File: config.mk
export PLATFORM = sky130hd
export DESIGN_NAME = adcts_top
export DESIGN_NICKNAME = d
export VERILOG_FILES = /design/src/hw/adcts_trig_mux.v /design/src/hw/adcts_top.v
export VERILOG_INCLUDE_DIRS = /design/src /design/src/hw
export SDC_FILE = /design/constraint.sdc
export NUM_CORES = 1
export LEC_CHECK = 0
export ABC_AREA = 1
export BUFFER_PORTS_ARGS = -buffer_cell sky130_fd_sc_hd__buf_2
export CAP_MARGIN = 20
export CORE_ASPECT_RATIO = 2
export CORE_MARGIN = 2
export CORE_UTILIZATION = 55
export DETAILED_ROUTE_END_ITERATION = 7
export GPL_ROUTABILITY_DRIVEN = 0
export MAX_ROUTING_LAYER = met4
export PLACE_DENSITY_LB_ADDON = 0.1
export REMOVE_ABC_BUFFERS = 1
export SLEW_MARGIN = 40
export SYNTH_ARGS = -nofsm -noshare
export SYNTH_HDL_FRONTEND = slang
export SYNTH_SLANG_ARGS = --single-unit
File: constraint.sdc
create_clock -name clock -period 4.8 [get_ports clock]
set_input_delay 0 -clock clock [delete_from_list [all_inputs] [get_ports clock]]
set_output_delay 0 -clock clock [all_outputs]
set_load 0.03 [all_outputs]
File: src/hw/adcts_defines.vh
// constants for the converter trigger-select block
// assumes inclusion by bare name from the design files under hw/
`ifndef ADCTS_DEFINES_VH
`define ADCTS_DEFINES_VH

// register offsets (byte addresses, one word each)
`define ADCTS_OFS_SELECT   8'h00
`define ADCTS_OFS_SWSTART  8'h04
`define ADCTS_OFS_STATUS   8'h08
`define ADCTS_OFS_COUNT    8'h0C

// select register fields
`define ADCTS_SEQ0_LSB     0
`define ADCTS_SEQ0_MSB     3
`define ADCTS_SEQ1_LSB     4
`define ADCTS_SEQ1_MSB     7
`define ADCTS_SELECT_RST   8'h00

// status register fields
`define ADCTS_ST_START_LSB 0
`define ADCTS_ST_RSVD_LSB  2
`define ADCTS_ST_PIN_BIT   4
`define ADCTS_STATUS_RST   2'h0

// count register fields
`define ADCTS_CNT0_LSB     0
`define ADCTS_CNT1_LSB     8
`define ADCTS_COUNT_RST    8'h00

// trigger select codes
`define ADCTS_CODE_SW      4'h0
`define ADCTS_CODE_COMP0   4'h1
`define ADCTS_CODE_EXT     4'h4
`define ADCTS_CODE_TIMER   4'h5
`define ADCTS_CODE_PWM0    4'h6
`define ADCTS_CODE_PWM1    4'h7
`define ADCTS_CODE_PWM2    4'h8
`define ADCTS_CODE_ALWAYS  4'hF

`endif

File: src/hw/adcts_trig_mux.v
// one sequencer's trigger multiplexer with its registered start pulse
// assumes all event inputs are one-cycle pulses already in the clock domain
`timescale 1ns/10ps
`include "adcts_defines.vh"

module adcts_trig_mux (
  input  wire       clock,     // converter clock
  input  wire       rst_n,     // synchronised reset, active low
  input  wire       clock_en,  // freezes state while low
  input  wire [3:0] sel,       // trigger select code
  input  wire       sw_evt,    // software start request
  input  wire       comp_evt,  // comparator 0 event
  input  wire       ext_evt,   // external pin edge
  input  wire       tmr_evt,   // gated timer event
  input  wire [2:0] pwm_evt,   // pwm generator events
  output reg        start_reg, // start pulse to the sequencer
  output reg        rsvd_reg   // select holds a reserved code
);

  reg hit_next;
  reg rsvd_next;

  // ----------------------------------------------------------------
  // source decode
  // ----------------------------------------------------------------
  always @* begin
    hit_next  = 1'b0;
    rsvd_next = 1'b0;
    case (sel)
      `ADCTS_CODE_SW:     hit_next = sw_evt;
      `ADCTS_CODE_COMP0:  hit_next = comp_evt;
      `ADCTS_CODE_EXT:    hit_next = ext_evt;
      `ADCTS_CODE_TIMER:  hit_next = tmr_evt;
      `ADCTS_CODE_PWM0:   hit_next = pwm_evt[0];
      `ADCTS_CODE_PWM1:   hit_next = pwm_evt[1];
      `ADCTS_CODE_PWM2:   hit_next = pwm_evt[2];
      // the sequencer restarts every cycle it is ready to take one
      `ADCTS_CODE_ALWAYS: hit_next = 1'b1;
      // reserved codes never start anything, only flag themselves
      default:            rsvd_next = 1'b1;
    endcase
  end

  // ----------------------------------------------------------------
  // registered start
  // ----------------------------------------------------------------
  always @(posedge clock or negedge rst_n) begin
    if (!rst_n) begin
      start_reg <= 1'b0;
      rsvd_reg  <= 1'b0;
    end else if (clock_en) begin
      start_reg <= hit_next;
      rsvd_reg  <= rsvd_next;
    end
  end

endmodule

File: src/hw/adcts_top.v
// trigger-source selection for sample sequencers 0 and 1
// assumes comparator, timer and pwm events come from logic on clock;
// the external trigger pin is asynchronous and is synchronised here
//
// Functional notes
// - sequencer 1 select at bits 7:4, read/write, resets to software trigger 0x0.
// - sequencer 0 select at bits 3:0, read/write, resets to software trigger 0x0.
// - code 0x1 starts the sequencer on an analog comparator 0 event.
// - code 0x4 starts the sequencer on an external trigger pin event.
// - code 0x5 uses the timer event, only when timer output-trigger enable is set.
// - codes 0x6, 0x7, 0x8 use pwm generator 0, 1, 2 trigger outputs.
// - code 0xF samples continuously; 0x2, 0x3, 0x9-0xE reserved, software avoids them.
`timescale 1ns/10ps
`include "adcts_defines.vh"

module adcts_top (
  input  wire        clock,            // 25 MHz converter clock
  input  wire        arst_n,           // asynchronous reset, active low
  input  wire        clock_en,         // freezes all state but the reset synchroniser while low
  input  wire [7:0]  reg_addr,         // register byte address
  input  wire [31:0] reg_wdata,        // register write data
  input  wire        reg_wr,           // write strobe
  input  wire        reg_rd,           // read strobe
  output reg  [31:0] reg_rdata,        // read data, cycle after reg_rd
  input  wire        comp0_evt,        // comparator 0 trigger level
  input  wire        external_trigger_pin, // asynchronous trigger pin
  input  wire        timer_evt,        // timer trigger level
  input  wire        timer_out_trig_en, // timer output-trigger enable
  input  wire [2:0]  pwm_trig,         // pwm generator 0..2 trigger levels
  output wire        seq0_start,       // start pulse, sample_sequencer_0
  output wire        seq1_start        // start pulse, sample_sequencer_1
);

  // ----------------------------------------------------------------
  // reset release
  // ----------------------------------------------------------------
  reg rst_meta_reg;
  reg rst_n_reg;

  // assertion is immediate, release waits two edges to stay clean
  always @(posedge clock or negedge arst_n) begin
    if (!arst_n) begin
      rst_meta_reg <= 1'b0;
      rst_n_reg    <= 1'b0;
    end else begin
      rst_meta_reg <= 1'b1;
      rst_n_reg    <= rst_meta_reg;
    end
  end

  // ----------------------------------------------------------------
  // external pin synchroniser
  // ----------------------------------------------------------------
  reg pin_s1_reg;
  reg pin_s2_reg;
  reg pin_s3_reg;
  reg pin_lvl_reg;
  reg pin_edge_reg;

  // a change counts only once stages two and three agree
  always @(posedge clock or negedge rst_n_reg) begin
    if (!rst_n_reg) begin
      pin_s1_reg   <= 1'b0;
      pin_s2_reg   <= 1'b0;
      pin_s3_reg   <= 1'b0;
      pin_lvl_reg  <= 1'b0;
      pin_edge_reg <= 1'b0;
    end else if (clock_en) begin
      pin_s1_reg   <= external_trigger_pin;
      pin_s2_reg   <= pin_s1_reg;
      pin_s3_reg   <= pin_s2_reg;
      if (pin_s2_reg == pin_s3_reg) begin
        pin_lvl_reg <= pin_s3_reg;
      end
      pin_edge_reg <= (pin_s2_reg == pin_s3_reg) && pin_s3_reg && !pin_lvl_reg;
    end
  end

  // ----------------------------------------------------------------
  // on-chip event edges
  // ----------------------------------------------------------------
  reg       comp_d_reg;
  reg       tmr_d_reg;
  reg [2:0] pwm_d_reg;
  wire       comp_edge;
  wire       tmr_edge;
  wire [2:0] pwm_edge;

  // levels held for several cycles must start a sequencer only once
  always @(posedge clock or negedge rst_n_reg) begin
    if (!rst_n_reg) begin
      comp_d_reg <= 1'b0;
      tmr_d_reg  <= 1'b0;
      pwm_d_reg  <= 3'h0;
    end else if (clock_en) begin
      comp_d_reg <= comp0_evt;
      tmr_d_reg  <= timer_evt & timer_out_trig_en;
      pwm_d_reg  <= pwm_trig;
    end
  end

  assign comp_edge = comp0_evt & ~comp_d_reg;
  assign tmr_edge  = timer_evt & timer_out_trig_en & ~tmr_d_reg;
  assign pwm_edge  = pwm_trig & ~pwm_d_reg;

  // ----------------------------------------------------------------
  // registers
  // ----------------------------------------------------------------
  reg  [7:0] select_reg;
  reg  [1:0] sw_req_reg;
  reg  [1:0] started_reg;
  reg  [7:0] count0_reg;
  reg  [7:0] count1_reg;
  reg  [1:0] started_next;
  wire       wr_select;
  wire       wr_swstart;
  wire       wr_status;
  wire       wr_count;
  wire       rsvd0;
  wire       rsvd1;

  assign wr_select  = reg_wr && (reg_addr == `ADCTS_OFS_SELECT);
  assign wr_swstart = reg_wr && (reg_addr == `ADCTS_OFS_SWSTART);
  assign wr_status  = reg_wr && (reg_addr == `ADCTS_OFS_STATUS);
  assign wr_count   = reg_wr && (reg_addr == `ADCTS_OFS_COUNT);

  always @(posedge clock or negedge rst_n_reg) begin
    if (!rst_n_reg) begin
      select_reg <= `ADCTS_SELECT_RST;
    end else if (clock_en && wr_select) begin
      select_reg <= reg_wdata[7:0];
    end
  end

  // software requests are one-cycle; the mux decides if they count
  always @(posedge clock or negedge rst_n_reg) begin
    if (!rst_n_reg) begin
      sw_req_reg <= 2'h0;
    end else if (clock_en) begin
      sw_req_reg <= wr_swstart ? reg_wdata[1:0] : 2'h0;
    end
  end

  // ----------------------------------------------------------------
  // start status, write one to clear; a start in the same cycle wins
  // ----------------------------------------------------------------
  always @* begin
    started_next = started_reg;
    if (wr_status) begin
      started_next = started_reg & ~reg_wdata[1:0];
    end
    started_next = started_next | {seq1_start, seq0_start};
  end

  always @(posedge clock or negedge rst_n_reg) begin
    if (!rst_n_reg) begin
      started_reg <= `ADCTS_STATUS_RST;
    end else if (clock_en) begin
      started_reg <= started_next;
    end
  end

  // wrapping start counters; a write clears both
  always @(posedge clock or negedge rst_n_reg) begin
    if (!rst_n_reg) begin
      count0_reg <= `ADCTS_COUNT_RST;
      count1_reg <= `ADCTS_COUNT_RST;
    end else if (clock_en) begin
      if (wr_count) begin
        count0_reg <= `ADCTS_COUNT_RST;
        count1_reg <= `ADCTS_COUNT_RST;
      end else begin
        if (seq0_start) begin
          count0_reg <= count0_reg + 8'h01;
        end
        if (seq1_start) begin
          count1_reg <= count1_reg + 8'h01;
        end
      end
    end
  end

  // ----------------------------------------------------------------
  // trigger multiplexers
  // ----------------------------------------------------------------
  adcts_trig_mux u_mux0 (
    .clock     (clock),
    .rst_n     (rst_n_reg),
    .clock_en  (clock_en),
    .sel       (select_reg[`ADCTS_SEQ0_MSB:`ADCTS_SEQ0_LSB]),
    .sw_evt    (sw_req_reg[0]),
    .comp_evt  (comp_edge),
    .ext_evt   (pin_edge_reg),
    .tmr_evt   (tmr_edge),
    .pwm_evt   (pwm_edge),
    .start_reg (seq0_start),
    .rsvd_reg  (rsvd0)
  );

  adcts_trig_mux u_mux1 (
    .clock     (clock),
    .rst_n     (rst_n_reg),
    .clock_en  (clock_en),
    .sel       (select_reg[`ADCTS_SEQ1_MSB:`ADCTS_SEQ1_LSB]),
    .sw_evt    (sw_req_reg[1]),
    .comp_evt  (comp_edge),
    .ext_evt   (pin_edge_reg),
    .tmr_evt   (tmr_edge),
    .pwm_evt   (pwm_edge),
    .start_reg (seq1_start),
    .rsvd_reg  (rsvd1)
  );

  // ----------------------------------------------------------------
  // read port, data one cycle after the strobe, zero otherwise
  // ----------------------------------------------------------------
  reg [31:0] rdata_next;

  always @* begin
    rdata_next = 32'h0000_0000;
    if (reg_rd) begin
      case (reg_addr)
        `ADCTS_OFS_SELECT: begin
          rdata_next[7:0] = select_reg;
        end
        `ADCTS_OFS_STATUS: begin
          rdata_next[`ADCTS_ST_START_LSB+1:`ADCTS_ST_START_LSB] = started_reg;
          rdata_next[`ADCTS_ST_RSVD_LSB+1:`ADCTS_ST_RSVD_LSB]   = {rsvd1, rsvd0};
          rdata_next[`ADCTS_ST_PIN_BIT]                         = pin_lvl_reg;
        end
        `ADCTS_OFS_COUNT: begin
          rdata_next[`ADCTS_CNT0_LSB+7:`ADCTS_CNT0_LSB] = count0_reg;
          rdata_next[`ADCTS_CNT1_LSB+7:`ADCTS_CNT1_LSB] = count1_reg;
        end
        default: begin
          rdata_next = 32'h0000_0000;
        end
      endcase
    end
  end

  always @(posedge clock or negedge rst_n_reg) begin
    if (!rst_n_reg) begin
      reg_rdata <= 32'h0000_0000;
    end else if (clock_en) begin
      reg_rdata <= rdata_next;
    end
  end

endmodule

---- Yosys cells after proc, flatten, opt, wreduce, memory -nomap -nowiden ----
Cells that the tools add are included.
word-level totals
  output and inout port bits .............. 34
  bits of input ports ..................... 52
  latch bits .............................. 0
  word-level logic and storage cells ...... 82
  RAM bits ................................ 0
  register bits after elaboration ......... 76
  memories ................................ 0
  ROM bits ................................ 0
operators by class
  $lt $le $gt $ge ......................... 0
  bitwise logic cells ..................... 10
  equality and inequality tests ........... 18
  div/mod/pow operators ................... 0
  multipliers ............................. 0
  shift-type cells ........................ 0
  reduce and logical (&&, ||, !) cells .... 18
  $add $sub $neg .......................... 2
  multiplexer cells ....................... 14
operators by type and width
  cell                                                                   number
  8-bit two-way mux                                                      5
  4-bit by 3-bit equality test with 1-bit output, second input constant  8
  8-bit by 1-bit adder with 8-bit output, second input constant          2
  4-bit equality test, second input constant                             4
  8-bit by 4-bit equality test with 1-bit output, second input constant  2
  16-bit two-way mux                                                     1
  1-bit case mux with 8 select lines                                     2
  8-bit OR reduction                                                     2
  5-bit case mux with 3 select lines                                     1
  4-bit by 1-bit equality test with 1-bit output, second input constant  2
  8-bit by 3-bit equality test with 1-bit output, second input constant  1
  4-bit logical NOT                                                      2
  8-bit logical NOT                                                      1
  1-bit logical AND                                                      7
  3-bit case mux with 2 select lines                                     1
  2-bit AND reduction                                                    3
  2-bit two-way mux                                                      2
  2-bit nonzero test                                                     2
  1-bit AND                                                              3
  3-bit AND                                                              1
  3-bit inverter                                                         1
  2-bit AND                                                              1
  1-bit two-way mux                                                      2
  1-bit inverter                                                         2
  4 further kinds                                                        4

---- Depth between registers and ports, before layout ----
  word-level depth ........................ 4
  mapped depth ............................ 9
  mapped depth without buffers ............ 8

---- Hierarchy ----
A second synthesis with hierarchy kept.
second synthesis, totals
  cell total of the unflattened synthesis .. 431
  area, all modules ....................... 3295.7 um^2
by module, submodules not included
  module          instances  cells each  area an instance (um^2)  seq. area each (um^2)
  adcts_top       1          361         2895.3                   1401.3
  adcts_trig_mux  2          35          200.2                    50.0

---- Worst setup path before layout ----
Ideal clock, no wire load.
  kind .................................... reg-to-reg
  start point ............................. reg u_mux0.start_reg
  end point ............................... reg count0_reg[6]
  library setup time ...................... 123 ps
  stages on the path, launching flop included .. 6
  clock period less this slack ............ 1272 ps
  required time ........................... 4677 ps
  setup slack ............................. 3528 ps
  path buffers ............................ 0
  data arrival time ....................... 1149 ps
  path through ............................ dfrtp_1 nand2_1 nor2_1 nand3_1 o21ai_0 a21oi_1
on the way
  longest elaborated chain between the ends .. 2
RTL lines
  what                                  RTL line             RTL
  from (decl)                           adcts_trig_mux.v:16  output reg start_reg,
  from (signal assigned)                adcts_trig_mux.v:52  start_reg <= hit_next;
  2-bit nonzero test (no source line)   -
  2-bit AND reduction (no source line)  -
  to (signal assigned)                  adcts_top.v:166      count0_reg <= `ADCTS_COUNT_RST;
  to (signal assigned)                  adcts_top.v:170      count0_reg <= `ADCTS_COUNT_RST;
  to (signal assigned)                  adcts_top.v:174      count0_reg <= count0_reg + 8'h01;
  to (decl)                             adcts_top.v:112      reg [7:0] count0_reg;
No other way between the ends.
A chain may end at the register's enable or synchronous reset.

---- Final worst setup path ----
  start point ............................. reg count0_reg[1]
  end point ............................... reg count0_reg[6]
on the way
  longest elaborated chain between the ends .. 3
RTL lines
  what                                    RTL line         RTL
  8-bit by 1-bit adder with 8-bit output  adcts_top.v:174
  8-bit two-way mux                       adcts_top.v:173  if (seq0_start) begin
  8-bit two-way mux                       adcts_top.v:169  if (wr_count) begin
No other way between the ends. The select of a mux whose other input is x is not followed.

==> results.md <==
* Seq pwr share at 43.5%
* Initial antenna violation count at 0
* Placed Cells at 522
* Std cell rows at 39
* Synth-to-Final Area Change at 20.0%
* Combinational power share at 12.1%
* Starting density of the core at 57.0%
* Final setup viols at 0
* Critical path type: reg2reg
* RSZ-0062 raised after global routing: false
* TritonRoute pass-1 iters at 5
* IO Count at 86
* Ant diodes at 0
* Cell area power density at 345 mW/mm2
* Clock transition at path regs at 0.05 ns
* MaxCap Viol Count at 0
* Tmin final at 1.39 ns
* Clock Power Share at 44.4%
* H-tree depth at 3
* Die height at 113 um
* Status: finished clean
* LEAKAGE at 2.10 nW
* Worst stage delay on the critical path at 0.41 ns
* Hold Startpoint: reg_wr
* Maximum clock rate at 0.718 GHz
* Via count at 2923
* Vias in the first global route at 2789
* CP max-delay cell: dfrtp_1
* Total track usage at 26.7%
* Final net count at 545
* Post-Syn Instances at 428
* Clock Tree Root: clkbuf_16
* Hold Path Depth at 3
* Clock sinks at 60
* Crit path from: count0_reg[1]
* CTS max path bufs at 2
* CP dominant cell by count: nand3_1
* Largest register FFs at 16
* Total grt overflow at 0
* Total Routed Length at 7880 um
* Relative slew slack at 57.6%
* Routed len/inst at 14.2 um
* Postcts setup bufs at 0
* Slew at the pin with the worst max-slew slack at 0.634 ns
* Max Slew Vio Count at 0
* Most frequent cells in the layout: 133 x nand2_1, 59 x dfrtp_1, 56 x nand3_1
* Post-synthesis sequential area ratio at 46.1%
* Flops & latches, synth at 60
* Vias per cell at 5.26
* Tcrit/Tclk final at 29.0%
* Yosys warning count at 0
* Internal power at 0.000994 W
* Global-route wire length before repair at 12600 um
* HP Class: in2reg
* Hold violation total from the final report at 0
* Core area at 0.00571 mm2
* Worst-Skew Late Latency at 0.33 ns
* Worst Path Required at 5.01 ns
* RR Startpoint: count0_reg[1]
* Mean area per synthesized cell at 7.61 um2
* Synthesized cell area at 0.00326 mm2
* Final Non-Filler Cells at 556
* Final antenna-violating net count at 0
* Switching Fraction at 26.3%
* DPL Wire Length at 5600 um
* Pre-CTS WS at 3.36 ns
* # DRC at 0
* Setup Skew at 0.00585 ns
* Arrival time at the worst endpoint at 1.60 ns
* CTS tree: yes
* Critical path startpoint category: register
* Share of cells above drive strength 1 at 16.2%
* Post-synth cell types at 27
* PortBufs at 45
* Reg with most FFs: reg_rdata
* Starting DRC count in detailed routing at 194
* Layout Utilization at 68.4%
* Final WS setup at 3.41 ns
* CP Capture Type: register
* Worst vdd ir at 0.357 mV
* Setup tns final at 0 ns
* Net switching power at 0.000355 W
* Worst R2R Path Depth at 6
* Most common cell after layout, fill and taps aside: nand2_1
* Largest net degree at the start of global routing at 59
* Worst-path fanout max at 4
* Num CTS Buffers at 9
* DIE AREA at 0.00659 mm2
* Die W at 58.4 um
* Critical Path, Cell by Cell: ha_1 > nand3_1 > nor2_1 > nand3_1 > o21ai_0 > a21oi_1
[worst paths after layout]
path	endpoint	slack (ns)
min in group asynchronous	reg_rdata[5]	0.23
max in group asynchronous	pin_s1_reg	4.08
hold reg to reg	reg_rdata[5]	0.23
setup / recovery	count0_reg[6]	3.41
setup reg to reg	count0_reg[6]	3.41
hold / removal	sw_req_reg[1]	0.05
[power groups by stage]
stage	sequential [W]	clock, W	combinational (W)
after floorplan	0.000589	0	0.000101
after global placement	0.000592	0	0.000146
after detailed placement	0.000594	0	0.000151
after CTS	0.000586	0.000611	0.000163
after global routing	0.000591	0.000627	0.000187
final	0.000587	0.000598	0.000163
[per-stage QoR]
step | total power, W | cell area, um2 | hold WS, ns
3_5_place_dp | 0.000746 | 3430 | -0.215
3_3_place_gp | 0.000737 | 3430 | -0.216
6_report | 0.00135 | 3910 | 0.0514
4_1_cts | 0.00136 | 3890 | 0.0437
5_1_grt | 0.00140 | 3910 | 0.0533
2_1_floorplan | 0.000690 | 3120 | -0.296
[critical path: cells and delay by family, from the launching register on]
kind | cells | cell delay, ns
flip-flops | 1 | 0.41
AND/OR/NAND/NOR | 3 | 0.40
AO/OA/AOI/OAI | 2 | 0.25
adder cells (fa/ha/maj) | 1 | 0.22
[routing by layer]
| layer | wire length, um | track usage [%] |
|---|---|---|
| met4 | 187 | 14.3 |
| met2 | 4530 | 46.7 |
| met1 | 2850 | 27.1 |
| met5 | 0 | - |
| met3 | 312 | 4.69 |
[synthesized netlist by cell type]
library cell / n / area [um2]
nand2_2: 2 / 12.5
inv_2: 1 / 3.75
buf_4: 16 / 120
inv_1: 42 / 158
dfrtp_1: 60 / 1500
a21oi_1: 6 / 30.0
buf_2: 7 / 35.0
nand2_1: 133 / 499
xor2_1: 1 / 8.76
a21o_1: 1 / 7.51
nor2_1: 42 / 158
nand3_1: 56 / 280
o21ai_2: 2 / 17.5
nor3_1: 5 / 25.0
nor2_2: 1 / 6.26
nand3b_1: 2 / 15.0
conb_1: 2 / 7.51
o21ai_0: 20 / 100
nand4_1: 4 / 25.0
o21ai_1: 3 / 15.0
ha_1: 3 / 37.5
o211ai_1: 2 / 15.0
o31ai_2: 8 / 100
buf_6: 2 / 22.5
clkbuf_1: 3 / 11.3
nor2_4: 3 / 33.8
nand3_2: 1 / 10.0
[final cells by class]
cell class,count,area [um2]
Multi-Input combinational cell,312,1460
Fill cell,490,1800
Inverter,43,161
Timing Repair Buffer,64,423
Clock inverter,1,5.00
Tap cell,61,76.3
Sequential cell,60,1500
Clock buffer,15,278
[logic make-up after synthesis]
kind of cell | share of synthesized area [%]
simple gates | 32.7
flops | 46.1
xor+xnor | 0.269
buf+inv | 10.8
other cells | 0.231
fa+ha+maj | 1.15
compound gates | 8.76
[what timing repair did]
action,CTS,global route
hold buffers,17,0
endpoints found under the hold margin,18,0
resized for setup,0,0
Power figures use the tool's default switching activity.
